$ cat src/core/epba_pkg.sv
package epba_pkg;
	localparam int EXT_AW      = 20;
	localparam int EXT_DW      = 16;
	localparam int CPU_AW      = 24;
	localparam int WORD_W      = 24;
	localparam int BYTE_W      = 8;
	localparam int NUM_BANK    = 4;
	localparam int NUM_DMA     = 5;
	localparam int DMA_IDX_W   = 3;
	localparam int APB_AW      = 12;
	localparam int APB_DW      = 32;
	localparam int PAGE_LSB    = 16;
	localparam int IO_PAGE_LSB = 10;
	localparam int PAGE_W      = 8;

	// Bank boundaries after reset: first page of banks 1 to 3
	localparam logic [PAGE_W-1:0] BANK1_FIRST_RST = 8'h40;
	localparam logic [PAGE_W-1:0] BANK2_FIRST_RST = 8'h80;
	localparam logic [PAGE_W-1:0] BANK3_FIRST_RST = 8'hC0;
	localparam logic [PAGE_W-1:0] IO_EXT_FIRST    = 8'h20;

	// Grant delay and clock limits
	localparam int GRANT_MIN_CYC = 3;
	localparam int CLK_HZ        = 40_000_000;
	localparam int PCLK_MAX_HZ   = 80_000_000;

	// Register map (byte addresses)
	localparam logic [APB_AW-1:0] REG_CTRL     = 12'h000;
	localparam logic [APB_AW-1:0] REG_MEM_CFG  = 12'h004;
	localparam logic [APB_AW-1:0] REG_IO_CFG   = 12'h008;
	localparam logic [APB_AW-1:0] REG_BOOT_CFG = 12'h00C;
	localparam logic [APB_AW-1:0] REG_BOUND    = 12'h010;
	localparam logic [APB_AW-1:0] REG_STATUS   = 12'h014;
	localparam int CTRL_EXCL_BIT  = 0;
	localparam int BOUND_B1_LSB   = 0;
	localparam int BOUND_B2_LSB   = 8;
	localparam int BOUND_B3_LSB   = 16;
	localparam int ST_GRANTED_BIT = 0;
	localparam int ST_HANG_BIT    = 1;
	localparam int ST_LOCK_BIT    = 2;
	localparam int ST_BUSY_BIT    = 3;
	localparam int ST_DMA_LSB     = 4;

	typedef struct packed {
		logic       width16;
		logic       strobe_inv;
		logic       wr_hold;
		logic [1:0] clk_div;
		logic       wait_ack;
		logic [2:0] wr_wait;
		logic [2:0] rd_wait;
	} epba_space_cfg_t;
	localparam int SPACE_CFG_W = $bits(epba_space_cfg_t);
	localparam epba_space_cfg_t SPACE_CFG_RST = 12'h800;

	typedef enum logic [1:0] {SPC_MEM, SPC_IO, SPC_BOOT} epba_space_t;

	typedef struct packed {
		logic              valid;
		epba_space_t       space;
		logic              write;
		logic              wide24;
		logic              lock;
		logic [CPU_AW-1:0] addr;
		logic [WORD_W-1:0] wdata;
	} epba_req_t;

	typedef enum logic [2:0] {
		B_IDLE, B_NEXT, B_STROBE, B_HOLD, B_FLOAT, B_GRANT, B_RECLAIM
	} epba_bstate_t;

	typedef struct packed {
		epba_bstate_t          state;
		logic                  owner_dma;
		logic [DMA_IDX_W-1:0]  dma_ch;
		epba_req_t             req;
		epba_space_cfg_t       cfg;
		logic [2:0]            cnt;
		logic [1:0]            div;
		logic [EXT_AW-1:0]     addr;
		logic [EXT_DW-1:0]     dout;
		logic                  drive;
		logic                  rd_act;
		logic                  wr_act;
		logic [NUM_BANK-1:0]   bank_act;
		logic                  io_act;
		logic                  boot_act;
		logic                  grant_n;
		logic                  hang_n;
		logic                  lock;
		logic                  br_s1;
		logic                  br_s2;
		logic                  core_done;
		logic                  dma_done;
		logic                  onchip;
	} epba_bus_t;

	typedef struct packed {
		logic              excl;
		epba_space_cfg_t   mem;
		epba_space_cfg_t   io;
		epba_space_cfg_t   boot;
		logic [PAGE_W-1:0] b1;
		logic [PAGE_W-1:0] b2;
		logic [PAGE_W-1:0] b3;
		logic [APB_DW-1:0] prdata;
	} epba_cfg_t;

	typedef struct packed {
		logic [1:0]        beat;
		logic [WORD_W-1:0] rword;
	} epba_pack_t;
endpackage

$ cat src/core/epba_pack.sv
`timescale 1ns/100ps
module epba_pack import epba_pkg::*; (
	// Clock and reset
	input  wire logic              clk,
	input  wire logic              rst_n,
	// Control
	input  wire logic              start,
	input  wire logic              beat_done,
	input  wire logic              capture,
	input  wire logic              width16,
	input  wire logic              wide24,
	// Data
	input  wire logic [EXT_DW-1:0] bus_in,
	input  wire logic [WORD_W-1:0] wdata,
	output logic [EXT_DW-1:0]      wr_bus,
	output logic [WORD_W-1:0]      rdata,
	output logic [1:0]             nbeats,
	output logic [1:0]             beat,
	output logic                   last
);
	epba_pack_t s_q;
	epba_pack_t s_d;
	logic [4:0]        lsb;
	logic [EXT_DW-1:0] lane_in;

	always_comb begin
		s_d = s_q;
		nbeats = width16 ? (wide24 ? 2'h2 : 2'h1) : (wide24 ? 2'h3 : 2'h2);
		lsb = width16 ? 5'(s_q.beat) << 4 : 5'(s_q.beat) << 3;
		lane_in = width16 ? bus_in : {8'h00, bus_in[BYTE_W-1:0]};
		wr_bus = EXT_DW'(wdata >> lsb);
		last = (s_q.beat == nbeats - 2'h1);
		if (start) begin
			s_d.beat = 2'h0;
			s_d.rword = '0;
		end else begin
			if (capture)
				s_d.rword = s_q.rword | WORD_W'({8'h00, lane_in} << lsb);
			if (beat_done)
				s_d.beat = s_q.beat + 2'h1;
		end
	end

	assign beat = s_q.beat;
	assign rdata = s_q.rword;

	always_ff @(posedge clk or negedge rst_n) begin
		if (!rst_n)
			s_q <= '0;
		else
			s_q <= s_d;
	end
endmodule

$ cat src/core/epba_top.sv
// Contract
// - Per-space wait, mode, divide, hold, polarity, width
// - Four bank, one I/O, one boot select
// - External data path 8 or 16 bits
// - Reset bank bounds 0/64/128/192 pages
// - Bank bounds movable per 64K page
// - I/O space: 256 pages of 1024
// - I/O pages 0-31 stay on-chip
// - Boot space one bank, boot select
// - External request lowest priority
// - Grant no sooner than three cycles
// - Float all port outputs, then grant
// - Core external access stalls while granted
// - No grant between paired reads
// - Grant allowed between read and write
// - Option: port exclusive to core
// - Request held while used; release ends grant
// - Bus request works during reset
// - Grant-hang when access blocked by grant
// - Fixed DMA priority, receive port highest
// - 16-bit data, 20-bit address port
// - Pack 16/24-bit words over beats
// - Peripheral clock at most 80 MHz
`timescale 1ns/100ps
module epba_top import epba_pkg::*; (
	// Clock and resets
	input  wire logic                  clk,
	input  wire logic                  por_n,
	input  wire logic                  nrst,
	// APB slave
	input  wire logic                  psel,
	input  wire logic                  penable,
	input  wire logic                  pwrite,
	input  wire logic [APB_AW-1:0]     paddr,
	input  wire logic [APB_DW-1:0]     pwdata,
	output logic [APB_DW-1:0]          prdata,
	output logic                       pready,
	output logic                       pslverr,
	// Core access port
	input  wire epba_req_t             core_req,
	output logic                       core_done,
	output logic [WORD_W-1:0]          core_rdata,
	// DMA access port
	input  wire logic [NUM_DMA-1:0]    dma_req,
	input  wire epba_req_t             dma_acc,
	output logic [NUM_DMA-1:0]         dma_sel,
	output logic                       dma_done,
	output logic [DMA_IDX_W-1:0]       dma_done_ch,
	output logic                       onchip_io_strobe,
	// External port
	output logic [EXT_AW-1:0]          ext_addr,
	output logic                       ext_addr_oe,
	input  wire logic [EXT_DW-1:0]     ext_data_in,
	output logic [EXT_DW-1:0]          ext_data_out,
	output logic                       ext_data_oe,
	output logic [NUM_BANK-1:0]        bank_select_n,
	output logic                       io_space_select_n,
	output logic                       boot_space_select_n,
	output logic                       rd_strobe_n,
	output logic                       wr_strobe_n,
	output logic                       ctrl_oe,
	input  wire logic                  ext_ack,
	// Bus request handshake
	input  wire logic                  external_bus_request_n,
	output logic                       external_bus_grant_n,
	output logic                       grant_hang_n
);
	logic [1:0]           por_sync_q;
	logic [1:0]           nrst_sync_q;
	logic                 por_s;
	logic                 dev_run;
	epba_cfg_t            c_q;
	epba_cfg_t            c_d;
	epba_bus_t            b_q;
	epba_bus_t            b_d;
	logic                 core_pend;
	logic                 dma_pend;
	logic                 dma_any;
	logic [DMA_IDX_W-1:0] dma_win;
	logic                 ext_ok;
	logic                 tick;
	logic                 adv;
	logic                 beat_end;
	logic                 pk_start;
	epba_req_t            nreq;
	epba_space_cfg_t      ncfg;
	logic [PAGE_W-1:0]    npage;
	logic [PAGE_W-1:0]    nio_page;
	logic                 apb_map;
	logic [APB_DW-1:0]    rd_mux;
	logic [EXT_DW-1:0]    pk_wr;
	logic [1:0]           pk_nbeats;
	logic [1:0]           pk_beat;
	logic                 pk_last;

	// Reset release copies; bus domain keeps its own power-on reset
	always_ff @(posedge clk or negedge por_n) begin
		if (!por_n)
			por_sync_q <= 2'h0;
		else
			por_sync_q <= {por_sync_q[0], 1'b1};
	end
	always_ff @(posedge clk or negedge nrst) begin
		if (!nrst)
			nrst_sync_q <= 2'h0;
		else
			nrst_sync_q <= {nrst_sync_q[0], 1'b1};
	end
	assign por_s = por_sync_q[1];
	assign dev_run = nrst_sync_q[1];

	// Fixed priority among DMA masters, lowest index wins
	always_comb begin
		dma_win = '0;
		dma_any = 1'b0;
		for (int i = NUM_DMA - 1; i >= 0; i--) begin
			if (dma_req[i]) begin
				dma_win = DMA_IDX_W'(i);
				dma_any = 1'b1;
			end
		end
	end
	assign dma_sel = dma_any ? (NUM_DMA'(1) << dma_win) : '0;

	// Held-off requests are masked in the completion cycle to avoid a repeat
	assign core_pend = core_req.valid && dev_run && !b_q.core_done;
	assign dma_pend = dma_any && dev_run && !c_q.excl && !b_q.dma_done;
	assign ext_ok = b_q.br_s2 && !b_q.lock && !c_q.excl && !core_pend && !dma_pend;
	assign nreq = core_pend ? core_req : dma_acc;
	assign npage = nreq.addr[PAGE_LSB +: PAGE_W];
	assign nio_page = nreq.addr[IO_PAGE_LSB +: PAGE_W];
	assign tick = (b_q.div == b_q.cfg.clk_div);

	always_comb begin
		case (nreq.space)
			SPC_IO:   ncfg = c_q.io;
			SPC_BOOT: ncfg = c_q.boot;
			default:  ncfg = c_q.mem;
		endcase
	end

	always_comb begin
		b_d = b_q;
		adv = 1'b0;
		beat_end = 1'b0;
		pk_start = 1'b0;
		b_d.br_s1 = !external_bus_request_n;
		b_d.br_s2 = b_q.br_s1;
		b_d.core_done = 1'b0;
		b_d.dma_done = 1'b0;
		b_d.onchip = 1'b0;
		b_d.hang_n = !(b_q.state == B_GRANT && (core_pend || dma_pend));
		b_d.div = (b_q.state == B_STROBE || b_q.state == B_HOLD) && !tick ?
			b_q.div + 2'h1 : 2'h0;
		case (b_q.state)
			B_IDLE: begin
				if (ext_ok) begin
					b_d.drive = 1'b0;
					b_d.state = B_FLOAT;
				end else if (core_pend || dma_pend) begin
					b_d.req = nreq;
					b_d.owner_dma = !core_pend;
					b_d.dma_ch = dma_win;
					if (nreq.space == SPC_IO && nio_page < IO_EXT_FIRST) begin
						b_d.onchip = 1'b1;
						b_d.core_done = core_pend;
						b_d.dma_done = !core_pend;
					end else begin
						b_d.cfg = ncfg;
						b_d.bank_act = '0;
						if (nreq.space == SPC_MEM) begin
							if (npage < c_q.b1)
								b_d.bank_act = 4'h1;
							else if (npage < c_q.b2)
								b_d.bank_act = 4'h2;
							else if (npage < c_q.b3)
								b_d.bank_act = 4'h4;
							else
								b_d.bank_act = 4'h8;
						end
						b_d.io_act = (nreq.space == SPC_IO);
						b_d.boot_act = (nreq.space == SPC_BOOT);
						pk_start = 1'b1;
						b_d.state = B_NEXT;
					end
				end
			end
			B_NEXT: begin
				b_d.addr = (pk_beat == 2'h0) ?
					EXT_AW'(b_q.req.addr[EXT_AW-1:0] * pk_nbeats) : b_q.addr + 20'h00001;
				b_d.dout = pk_wr;
				b_d.rd_act = !b_q.req.write;
				b_d.wr_act = b_q.req.write;
				b_d.cnt = b_q.req.write ? b_q.cfg.wr_wait : b_q.cfg.rd_wait;
				b_d.state = B_STROBE;
			end
			B_STROBE: begin
				if (tick) begin
					if (b_q.cnt != 3'h0)
						b_d.cnt = b_q.cnt - 3'h1;
					else if (!b_q.cfg.wait_ack || ext_ack)
						beat_end = 1'b1;
				end
				if (beat_end) begin
					b_d.rd_act = 1'b0;
					b_d.wr_act = 1'b0;
					if (b_q.req.write && b_q.cfg.wr_hold)
						b_d.state = B_HOLD;
					else
						adv = 1'b1;
				end
			end
			B_HOLD: adv = tick;
			B_FLOAT: begin
				b_d.grant_n = !b_q.br_s2;
				b_d.state = b_q.br_s2 ? B_GRANT : B_RECLAIM;
			end
			B_GRANT: begin
				if (!b_q.br_s2) begin
					b_d.grant_n = 1'b1;
					b_d.state = B_RECLAIM;
				end
			end
			B_RECLAIM: begin
				b_d.drive = 1'b1;
				b_d.state = B_IDLE;
			end
			default: b_d.state = B_IDLE;
		endcase
		if (adv) begin
			if (pk_last) begin
				b_d.bank_act = '0;
				b_d.io_act = 1'b0;
				b_d.boot_act = 1'b0;
				b_d.core_done = !b_q.owner_dma;
				b_d.dma_done = b_q.owner_dma;
				if (!b_q.owner_dma)
					b_d.lock = b_q.req.lock && !b_q.req.write;
				b_d.state = B_IDLE;
			end else begin
				b_d.state = B_NEXT;
			end
		end
		// Device reset drops any access in flight but leaves the grant path alone
		if (!dev_run) begin
			b_d.lock = 1'b0;
			if (b_q.state inside {B_NEXT, B_STROBE, B_HOLD}) begin
				b_d.rd_act = 1'b0;
				b_d.wr_act = 1'b0;
				b_d.bank_act = '0;
				b_d.io_act = 1'b0;
				b_d.boot_act = 1'b0;
				b_d.state = B_IDLE;
			end
		end
	end

	always_ff @(posedge clk or negedge por_s) begin
		if (!por_s) begin
			b_q <= '0;
			b_q.state <= B_IDLE;
			b_q.cfg <= SPACE_CFG_RST;
			b_q.drive <= 1'b1;
			b_q.grant_n <= 1'b1;
			b_q.hang_n <= 1'b1;
		end else begin
			b_q <= b_d;
		end
	end

	epba_pack u_pack (
		.clk       (clk),
		.rst_n     (por_s),
		.start     (pk_start),
		.beat_done (adv),
		.capture   (beat_end && !b_q.req.write),
		.width16   (b_q.cfg.width16),
		.wide24    (b_q.req.wide24),
		.bus_in    (ext_data_in),
		.wdata     (b_q.req.wdata),
		.wr_bus    (pk_wr),
		.rdata     (core_rdata),
		.nbeats    (pk_nbeats),
		.beat      (pk_beat),
		.last      (pk_last)
	);

	// Register file
	assign apb_map = paddr inside {REG_CTRL, REG_MEM_CFG, REG_IO_CFG, REG_BOOT_CFG,
		REG_BOUND, REG_STATUS};
	always_comb begin
		rd_mux = '0;
		case (paddr)
			REG_CTRL:     rd_mux[CTRL_EXCL_BIT] = c_q.excl;
			REG_MEM_CFG:  rd_mux[SPACE_CFG_W-1:0] = c_q.mem;
			REG_IO_CFG:   rd_mux[SPACE_CFG_W-1:0] = c_q.io;
			REG_BOOT_CFG: rd_mux[SPACE_CFG_W-1:0] = c_q.boot;
			REG_BOUND:    rd_mux[BOUND_B3_LSB+PAGE_W-1:0] = {c_q.b3, c_q.b2, c_q.b1};
			REG_STATUS: begin
				rd_mux[ST_GRANTED_BIT] = !b_q.grant_n;
				rd_mux[ST_HANG_BIT] = !b_q.hang_n;
				rd_mux[ST_LOCK_BIT] = b_q.lock;
				rd_mux[ST_BUSY_BIT] = b_q.state != B_IDLE;
				rd_mux[ST_DMA_LSB +: DMA_IDX_W] = b_q.dma_ch;
			end
			default: rd_mux = '0;
		endcase
	end

	always_comb begin
		c_d = c_q;
		if (psel && !penable)
			c_d.prdata = rd_mux;
		if (psel && penable && pwrite) begin
			case (paddr)
				REG_CTRL:     c_d.excl = pwdata[CTRL_EXCL_BIT];
				REG_MEM_CFG:  c_d.mem = pwdata[SPACE_CFG_W-1:0];
				REG_IO_CFG:   c_d.io = pwdata[SPACE_CFG_W-1:0];
				REG_BOOT_CFG: c_d.boot = pwdata[SPACE_CFG_W-1:0];
				REG_BOUND: begin
					c_d.b1 = pwdata[BOUND_B1_LSB +: PAGE_W];
					c_d.b2 = pwdata[BOUND_B2_LSB +: PAGE_W];
					c_d.b3 = pwdata[BOUND_B3_LSB +: PAGE_W];
				end
				default: c_d.excl = c_q.excl;
			endcase
		end
	end

	always_ff @(posedge clk or negedge dev_run) begin
		if (!dev_run) begin
			c_q <= '0;
			c_q.mem <= SPACE_CFG_RST;
			c_q.io <= SPACE_CFG_RST;
			c_q.boot <= SPACE_CFG_RST;
			c_q.b1 <= BANK1_FIRST_RST;
			c_q.b2 <= BANK2_FIRST_RST;
			c_q.b3 <= BANK3_FIRST_RST;
		end else begin
			c_q <= c_d;
		end
	end

	assign prdata = c_q.prdata;
	assign pready = 1'b1;
	assign pslverr = psel && penable && !apb_map;

	// Pins; polarity bit flips the active level of each space's strobes
	assign core_done = b_q.core_done;
	assign dma_done = b_q.dma_done;
	assign dma_done_ch = b_q.dma_ch;
	assign onchip_io_strobe = b_q.onchip;
	assign ext_addr = b_q.addr;
	assign ext_data_out = b_q.dout;
	assign ext_addr_oe = b_q.drive;
	assign ext_data_oe = b_q.drive && b_q.wr_act;
	assign ctrl_oe = b_q.drive;
	assign bank_select_n = ~b_q.bank_act ^ {NUM_BANK{c_q.mem.strobe_inv}};
	assign io_space_select_n = !b_q.io_act ^ c_q.io.strobe_inv;
	assign boot_space_select_n = !b_q.boot_act ^ c_q.boot.strobe_inv;
	assign rd_strobe_n = !b_q.rd_act ^ b_q.cfg.strobe_inv;
	assign wr_strobe_n = !b_q.wr_act ^ b_q.cfg.strobe_inv;
	assign external_bus_grant_n = b_q.grant_n;
	assign grant_hang_n = b_q.hang_n;

	grant_float_a: assert property (@(posedge clk) disable iff (!por_s)
		!external_bus_grant_n |-> !ctrl_oe && !ext_addr_oe && !ext_data_oe)
		else $error("grant asserted while port still driven");
	grant_delay_a: assert property (@(posedge clk) disable iff (!por_s)
		$fell(external_bus_grant_n) |->
		!$past(external_bus_request_n, 3) && !$past(external_bus_request_n, 4))
		else $error("grant came too early after request");
	ext_lowest_a: assert property (@(posedge clk) disable iff (!por_s)
		(b_q.state == B_IDLE && (core_pend || dma_pend)) |=> b_q.state != B_FLOAT)
		else $error("external request won over internal request");
	one_select_a: assert property (@(posedge clk) disable iff (!por_s)
		$onehot0({b_q.bank_act, b_q.io_act, b_q.boot_act}))
		else $error("more than one space select active");
	io_local_a: assert property (@(posedge clk) disable iff (!por_s)
		b_q.io_act |-> b_q.req.addr[IO_PAGE_LSB +: PAGE_W] >= IO_EXT_FIRST)
		else $error("on-chip I/O page reached the port");
	release_a: assert property (@(posedge clk) disable iff (!por_s)
		(b_q.state == B_GRANT && !b_q.br_s2) |=> external_bus_grant_n ##1 ctrl_oe)
		else $error("grant not released after request dropped");
	hang_flag_a: assert property (@(posedge clk) disable iff (!por_s)
		(b_q.state == B_GRANT && core_pend) |=> !grant_hang_n)
		else $error("grant-hang missing while access blocked");
	stall_core_a: assert property (@(posedge clk) disable iff (!por_s)
		(b_q.state == B_GRANT) |=> !core_done)
		else $error("core access completed while bus granted away");
	dma_prio_a: assert property (@(posedge clk) disable iff (!por_s)
		dma_req[0] |-> dma_sel == 5'h01)
		else $error("receive DMA not given top priority");
	read_lock_a: assert property (@(posedge clk) disable iff (!por_s)
		(b_q.lock && b_q.state == B_IDLE) |=> b_q.state != B_FLOAT)
		else $error("grant between paired reads");
	excl_port_a: assert property (@(posedge clk) disable iff (!por_s)
		(c_q.excl && b_q.state == B_IDLE) |=>
		b_q.state != B_FLOAT && !(b_q.state == B_NEXT && b_q.owner_dma))
		else $error("exclusive core option not honoured");
	clk_rate_a: assert property (@(posedge clk) CLK_HZ <= PCLK_MAX_HZ)
		else $error("port clock above peripheral limit");
endmodule
$ cat config.mk
export PLATFORM = sky130hd
export DESIGN_NAME = epba_top
export DESIGN_NICKNAME = d
export VERILOG_FILES = /design/src/core/epba_pkg.sv /design/src/core/epba_pack.sv /design/src/core/epba_top.sv
export SDC_FILE = /design/constraint.sdc
export NUM_CORES = 1
export LEC_CHECK = 0
export ABC_AREA = 1
export BUFFER_PORTS_ARGS = -buffer_cell sky130_fd_sc_hd__buf_4
export CAP_MARGIN = 10
export CORE_MARGIN = 2
export CORE_UTILIZATION = 40
export CTS_BUF_LIST = sky130_fd_sc_hd__clkbuf_8
export DETAILED_ROUTE_END_ITERATION = 6
export SYNTH_ARGS = -nofsm -noshare
export SYNTH_HDL_FRONTEND = slang
export SYNTH_SLANG_ARGS = --single-unit
$ cat constraint.sdc
create_clock -name clk -period 4.6 [get_ports clk]
set_input_delay 0.46 -clock clk [delete_from_list [all_inputs] [get_ports clk]]
set_output_delay 0.46 -clock clk [all_outputs]
set_load 0.01 [all_outputs]
==> results of run 1 <==
==> layer usage <==
metal | global-route usage [%] | vias to the layer above
met3 | 3.60 | 68
met2 | 38.7 | 403
li1 | - | 6367
met1 | 30.6 | 6135
met4 | 7.10 | 0
met5 | 0 | -
==> power by group <==
group          switching, mW  internal [mW]
clock network          0.968           1.26
logic                   2.80           1.71
registers              0.448           2.61
==> cell type report <==
cell class	instances	area, sq um	share of cell area (%)
Clock buffer	58	798	4.71
Clock inverter	26	183	1.08
Inverter	229	860	5.08
Multi-Input combinational cell	1242	6280	37.1
Sequential cell	239	6000	35.4
Tap cell	455	569	3.36
Timing Repair Buffer	294	2240	13.3
==> worst register-to-register path, stage by stage (launching register included) <==
cell and delay [ns]:
dfrtp_4 0.62, nand3_2 0.38, inv_2 0.13, or2_2 0.28, o21ai_0 0.18, inv_1 0.09
ha_1 0.20, inv_1 0.44, nor2_1 0.12, nand2_1 0.16, nand2_2 0.47, inv_2 0.52
o21ai_0 0.15, a21oi_1 0.14
==> worst max path at each step <==
stage	startpoint	end	slack, ns	depth (start not counted)
2_1_floorplan	por_sync_q[1]	b_d[3]	0.06	0
3_3_place_gp	nrst_sync_q[1]	b_q[12]	0.64	13
3_5_place_dp	nrst_sync_q[1]	b_q[9]	0.64	13
4_1_cts	nrst_sync_q[1]	b_q[9]	0.66	13
5_1_grt	nrst_sync_q[1]	b_q[9]	0.29	11
6_report	nrst_sync_q[1]	b_q[9]	0.66	13
==> synth_stat cells (all sizes together) <==
cell / number
nand2: 408
nor2: 240
dfrtp: 228
inv: 226
o21ai: 164
buf: 108
a21oi: 70
nand3: 70
a31oi: 58
ha: 48
clkbuf: 43
o22ai: 36
o31ai: 23
nor3: 22
xnor2: 13
dfstp: 11
nand4: 11
a2bb2oi: 10
a22oi: 9
or2: 8
xor2: 8
nand3b: 5
o21a: 5
a211oi: 4
a21boi: 4
and3: 3
clkinv: 3
a21o: 2
conb: 2
nor4: 2
a221oi: 1
a311oi: 1
a32o: 1
fa: 1
mux2i: 1
o211ai: 1
o21bai: 1
or4: 1
==> flip-flops by register name, summed over array words and instances, names as in the netlist, 2 cells and up <==
name          count
ext_addr         20
por_sync_q        2
u_pack.beat       2
ext_data_out     16
dma_done_ch       3
u_pack.rdata     24
prdata           24
b_q              78
nrst_sync_q       2
c_q              61
==> cells in the final DEF (no fill, tap or decap), types with 3 or more instances in the layout <==
master,count
a211oi_1,3
a21boi_0,4
a21oi_1,70
a22oi_1,9
a2bb2oi_1,10
a31oi_1,58
and3_1,3
buf_4,290
clkbuf_8,58
clkinv_1,3
clkinv_2,8
conb_1,11
dfrtp_1,226
dfstp_2,11
ha_1,48
inv_1,228
inv_2,11
nand2_1,401
nand2_2,7
nand3_1,69
nand3b_1,5
nand4_1,11
nor2_1,229
nor2_2,7
nor2_4,4
nor3_1,21
o21a_1,5
o21ai_0,141
o21ai_1,22
o22ai_1,36
o31ai_1,23
or2_2,6
xnor2_1,13
xor2_1,8
==> kinds of logic after synthesis <==
kind of cell / share of synthesized area [%]
XOR/XNOR: 1.31
AO/OA/AOI/OAI: 16.0
multiplexers: 0.0715
other: 0.0536
buffers and inverters: 12.7
adder cells (fa/ha/maj): 4.43
flip-flops: 42.8
AND/OR/NAND/NOR: 22.6
==> run_results.csv, run 1 <==
group,metric,value,unit
sta,holdWs,0.0585,ns
die,die_x,191,microns
die,initial_core_util,40.6,%
global_route,antenna_found_initial,0,
worst_setup_path,criticalPathCategory,"flop to flop",
detailed_routing,via_count,13000,
worst_setup_path,reg2reg_from,"nrst_sync_q[1]",
logic_synthesis,ys_seq_area_share,42.8,%
detailed_routing,wl_per_cell,16.6,microns
final_layout,drive_above_1_share,20.0,%
worst_setup_path,r2r_cells,13,
sta,tns,0,ns
final_layout,fin_util,49.0,%
worst_hold_path,min_to,"b_d[3]",
sta,hold_viol,0,
global_route,grt_pass1_wl,66900,microns
final_layout,areaGrowthSynthToFinish,20.9,%
worst_hold_path,min_from,"external_bus_request_n",
power,power-per-cell-area,579,mW/mm^2
detailed_routing,wl_met2,19900,microns
detailed_routing,dr.pass1.iters,6,
sta,setup_viol,0,
run_status,status,"finished clean",
clocking,clock_latency,0.59,ns
worst_setup_path,regToRegEndpoint,"b_q[9]",
worst_setup_path,cp_num_buf_inv,4,
worst_setup_path,crit_path_start_kind,"flop",
detailed_routing,dr.first_iter.drc_count,911,
place,dpl_cell_area,0.0159,sq mm
detailed_routing,detail-route-antenna-nets,0,
worst_setup_path,cp_data_arrival_time,4.44,ns
logic_synthesis,post_synth.cell_area_avg,7.56,sq um
logic_synthesis,synth_cell_types,50,
detailed_routing,route.met3.wl,2620,microns
place,io_buffers,280,
sta,worst_pin_slew,1.13,ns
sta,rsz0062_at_grt,"false",
detailed_routing,routed_wl,42100,microns
logic_synthesis,yosys.area.top_type,"dfrtp_1",
die,rows,68,
worst_hold_path,min_path_type,"input pin to flop",
place,post-dp-hpwl,30200,microns
final_layout,n_fill_cell,3488,
detailed_routing,drc_errors,0,
worst_setup_path,cp_max_fo,40,
clocking,cts_buffers,46,
worst_setup_path,ff2ff_setup_slack,0.66,ns
worst_setup_path,cpLargestDelayFamily,"simple AND/OR/NAND/NOR gates",
global_route,grt.overflow.total,0,
flow_run,drv_cap,0,
die,boundaryPins,299,
sta,slew-limit-headroom,24.3,%
clocking,htreeDepth,2,
worst_setup_path,slowest_stage,"dfrtp_4",
global_route,grt_max_degree,103,
clocking,cts_num_sinks,239,
detailed_routing,m1WireLength,18600,microns
final_layout,final_cell_area,0.0169,sq mm
logic_synthesis,synthesis.area,0.0140,sq mm
clocking,cts_repair_resize_count,0,
sta,setup_ws,0.664,ns
sta,finClkSkew,0.0357,ns
final_layout,layout.nets,2282,
clocking,postCtsSetupBuffers,0,
logic_synthesis,synth_top_area_share,40.7,%
clocking,clockBufferDepth,3,
power,leakage,8.56,nW
detailed_routing,via_per_inst,5.10,
final_layout,fin_cells,2543,
clocking,cts_hold_buf,2,
die,dieArea,0.0365,sq mm
worst_setup_path,cp_slowest_stage_delay,0.62,ns
sta,period_share,85.6,%
clocking,root_buffer,"clkbuf_8",
final_layout,diodes,0,
sta,final_max_slew_viol_count,0,
detailed_routing,dr.max_layer_used,"met4",
sta,clock.fmax,254,MHz
die,die_h,191,microns
power,vdd_drop_max,268,uV
worst_setup_path,crit_chain,"nand3_2 -> inv_2 -> or2_2 -> o21ai_0 -> inv_1 -> ha_1 -> inv_1 -> nor2_1 -> nand2_1 -> nand2_2 -> inv_2 -> o21ai_0 -> a21oi_1",
worst_setup_path,worstPathRequired,5.11,ns
place,gp_congestion,0.863,
worst_setup_path,cp-end-kind,"flop",
clocking,path_clk_slew,0.06,ns
die,core-area,0.0345,sq mm
sta,finalCriticalPeriod,3.94,ns
logic_synthesis,synth.yosys.warnings,0,
place,pre_cts_ws,0.638,ns
logic_synthesis,ys_top_cells_by_area,"dfrtp_1, nand2_1, nor2_1, inv_1, o21ai_0",
clocking,cts_tree,"done",
place,place_inst,2456,
power,p_total,9.80,mW
global_route,grt_pass1_vias,12600,
global_route,grt_usage,23.1,%
logic_synthesis,syn_inst,1852,
logic_synthesis,synth_seq_cells,239,
worst_hold_path,holdPathStages,2,
(Power assumes the default switching activity.)
==> run 2: changes to the inputs <==
==> constraint.sdc (replaced) <==
create_clock -name clk -period 4.1 [get_ports clk]
set_input_delay 0.41 -clock clk [delete_from_list [all_inputs] [get_ports clk]]
set_output_delay 0.41 -clock clk [all_outputs]
set_load 0.01 [all_outputs]
==> run_results.csv, run 2 (same netlist as run 1, synthesis figures left out) <==
group,metric,value,unit
final_layout,regArea,0.00600,sq mm
worst_setup_path,cpLargestDelayFamily,"adder cells",
clocking,cts_buffers,46,
worst_setup_path,cp_slowest_stage_delay,0.71,ns
die,die_x,191,microns
detailed_routing,routed_wl,42200,microns
sta,tns,0,ns
power,vdd_drop_max,349,uV
final_layout,areaGrowthSynthToFinish,21.0,%
worst_hold_path,min_path_type,"input pin to flop",
place,dpl_cell_area,0.0160,sq mm
sta,finClkSkew,0.0377,ns
die,rows,68,
power,power.internal,6.25,mW
clocking,cts_num_sinks,239,
detailed_routing,detail-route-antenna-nets,0,
global_route,grt_pass1_vias,12500,
worst_setup_path,cp_max_fo,13,
worst_setup_path,cpMostUsedCell,"nand2_1",
worst_setup_path,crit_path_start_kind,"flop",
power,power_frac_clock,22.3,%
final_layout,final_common_cell,"nand2_1",
worst_setup_path,crit_chain,"ha_1 -> nor2_1 -> ha_1 -> inv_1 -> fa_1 -> inv_1 -> nand2_1 -> o21ai_0 -> inv_1 -> o21ai_0 -> nand3_1 -> nand2_1 -> a21oi_1 -> o21ai_0 -> nand2_1 -> nand2_1",
die,dieArea,0.0365,sq mm
sta,worst_pin_slew,1.16,ns
final_layout,layout.nets,2287,
power,switching_share,43.2,%
worst_setup_path,cp_num_buf_inv,3,
worst_setup_path,slowest_stage,"dfstp_2",
worst_setup_path,cp-end-kind,"flop",
final_layout,top_regs,"b_q: 78 flops, c_q: 61 flops",
detailed_routing,via_per_inst,5.08,
sta,rsz0062_at_grt,"false",
worst_setup_path,criticalPathCategory,"flop to flop",
detailed_routing,drc_errors,0,
global_route,antenna_found_initial,2,
die,initial_core_util,40.6,%
run_status,status,"finished clean",
sta,hold_viol,0,
final_layout,fin_cells,2548,
clocking,root_buffer,"clkbuf_8",
die,die_h,191,microns
final_layout,final_cell_area,0.0169,sq mm
clocking,clockBufferDepth,3,
place,place_inst,2462,
clocking,clock_latency,0.59,ns
final_layout,drive_above_1_share,19.9,%
sta,setup_ws,0.707,ns
clocking,cts_tree,"done",
worst_setup_path,cp_data_arrival_time,3.89,ns
clocking,path_clk_slew,0.05,ns
place,gp_congestion,0.872,
final_layout,final_cell_mix,"nand2_1, buf_4, inv_1",
flow_run,drv_cap,0,
die,core-area,0.0345,sq mm
power,power-per-cell-area,649,mW/mm^2
power,leakage,8.56,nW
detailed_routing,dr.pass1.iters,5,
sta,setup_viol,0,
global_route,grt_max_degree,103,
power,p_comb_share,46.3,%
power,p_seq_share,31.3,%
sta,final_max_slew_viol_count,0,
final_layout,largest_register_ffs,78,
sta,slew-limit-headroom,22.8,%
place,post-dp-hpwl,30500,microns
place,io_buffers,280,
final_layout,regMostFlops,"b_q",
sta,finalCriticalPeriod,3.39,ns
detailed_routing,wl_per_cell,16.6,microns
die,boundaryPins,299,
power,p_switching,4.75,mW
sta,clock.fmax,295,MHz
place,pre_cts_ws,0.678,ns
detailed_routing,dr.first_iter.drc_count,782,
global_route,grt.overflow.total,0,
worst_setup_path,worstPathRequired,4.60,ns
global_route,grt_usage,22.9,%
power,p_total,11.0,mW
global_route,grt_pass1_wl,66200,microns
clocking,htreeDepth,2,
final_layout,n_fill_cell,3497,
detailed_routing,via_count,12900,
sta,period_share,82.8,%
final_layout,multiInputGateArea,0.00628,sq mm
-- run 2: cell types whose count changed in the layout (fill, tap and decap cells not counted) --
cell,before,now
diode_2,0,2
clkinv_2,8,3
clkinvlp_4,0,1
buf_12,1,2
buf_16,1,0
buf_4,290,295
inv_1,228,231
clkbuf_8,58,57
-- run 2: metrics by stage --
step | utilization, % | hold WS (ns)
6_report | 49.1 | 0.0467
3_5_place_dp | 46.2 | 0.195
5_1_grt | 49.1 | 0.0155
2_1_floorplan | - | 0.114
4_1_cts | 49.1 | 0.0129
3_3_place_gp | 46.2 | 0.193
-- run 2: layout make-up --
type                       count  share of cell area, %
tap                          455                   3.36
inverter                     229                   5.07
clock buffer                  57                   4.63
timing repair buffer         299                   13.4
antenna                        2                 0.0295
sequential                   239                   35.4
multi-input combinational   1242                   37.0
clock inverter                25                   1.04
-- run 2: metal layers --
metal	GRT usage, %	vias to the layer above	part of all wire, %
li1	-	6371	-
met4	8.22	0	3.1
met2	37.8	403	47
met5	0	-	0
met1	30.5	6073	44
met3	3.56	86	6.0
-- run 2: worst register-to-register path, delay by kind of cell, from the launching register on --
family / cells / cell delay [ns]
DFF: 1 / 0.71
buffers and inverters: 3 / 0.29
and+or+nand+nor: 6 / 0.61
AOI/OAI and AO/OA: 4 / 0.78
adders and majority gates: 3 / 0.96
-- run 2: power groups by stage --
stage | registers [mW] | logic, mW | clock network [mW]
after detailed placement | 3.47 | 5.07 | 0
after CTS | 3.44 | 5.11 | 2.52
final | 3.45 | 5.10 | 2.46
after global placement | 3.47 | 5.03 | 0
after global routing | 3.52 | 5.79 | 2.64
after floorplan | 3.32 | 3.80 | 0
-- run 2: timing repair --
item	4_1_cts	5_1_grt
hold endpoints to repair	4	0
resized for setup	0	0
setup buffers	0	0
hold buffers	2	0
-- run 2: final timing paths --
check                                        from        endpoint  slack (ns)  cells past startpoint
setup / recovery                          b_q[69]    ext_addr[15]        0.71                     16
hold / removal             external_bus_request_n          b_d[3]        0.05                      2
setup reg to reg                          b_q[69]    ext_addr[15]        0.71                     16
hold reg to reg                    nrst_sync_q[0]  nrst_sync_q[1]        0.35                      0
max in group asynchronous          nrst_sync_q[1]         c_q[49]        2.61                      2
min in group asynchronous                    nrst  nrst_sync_q[0]        0.17                      2
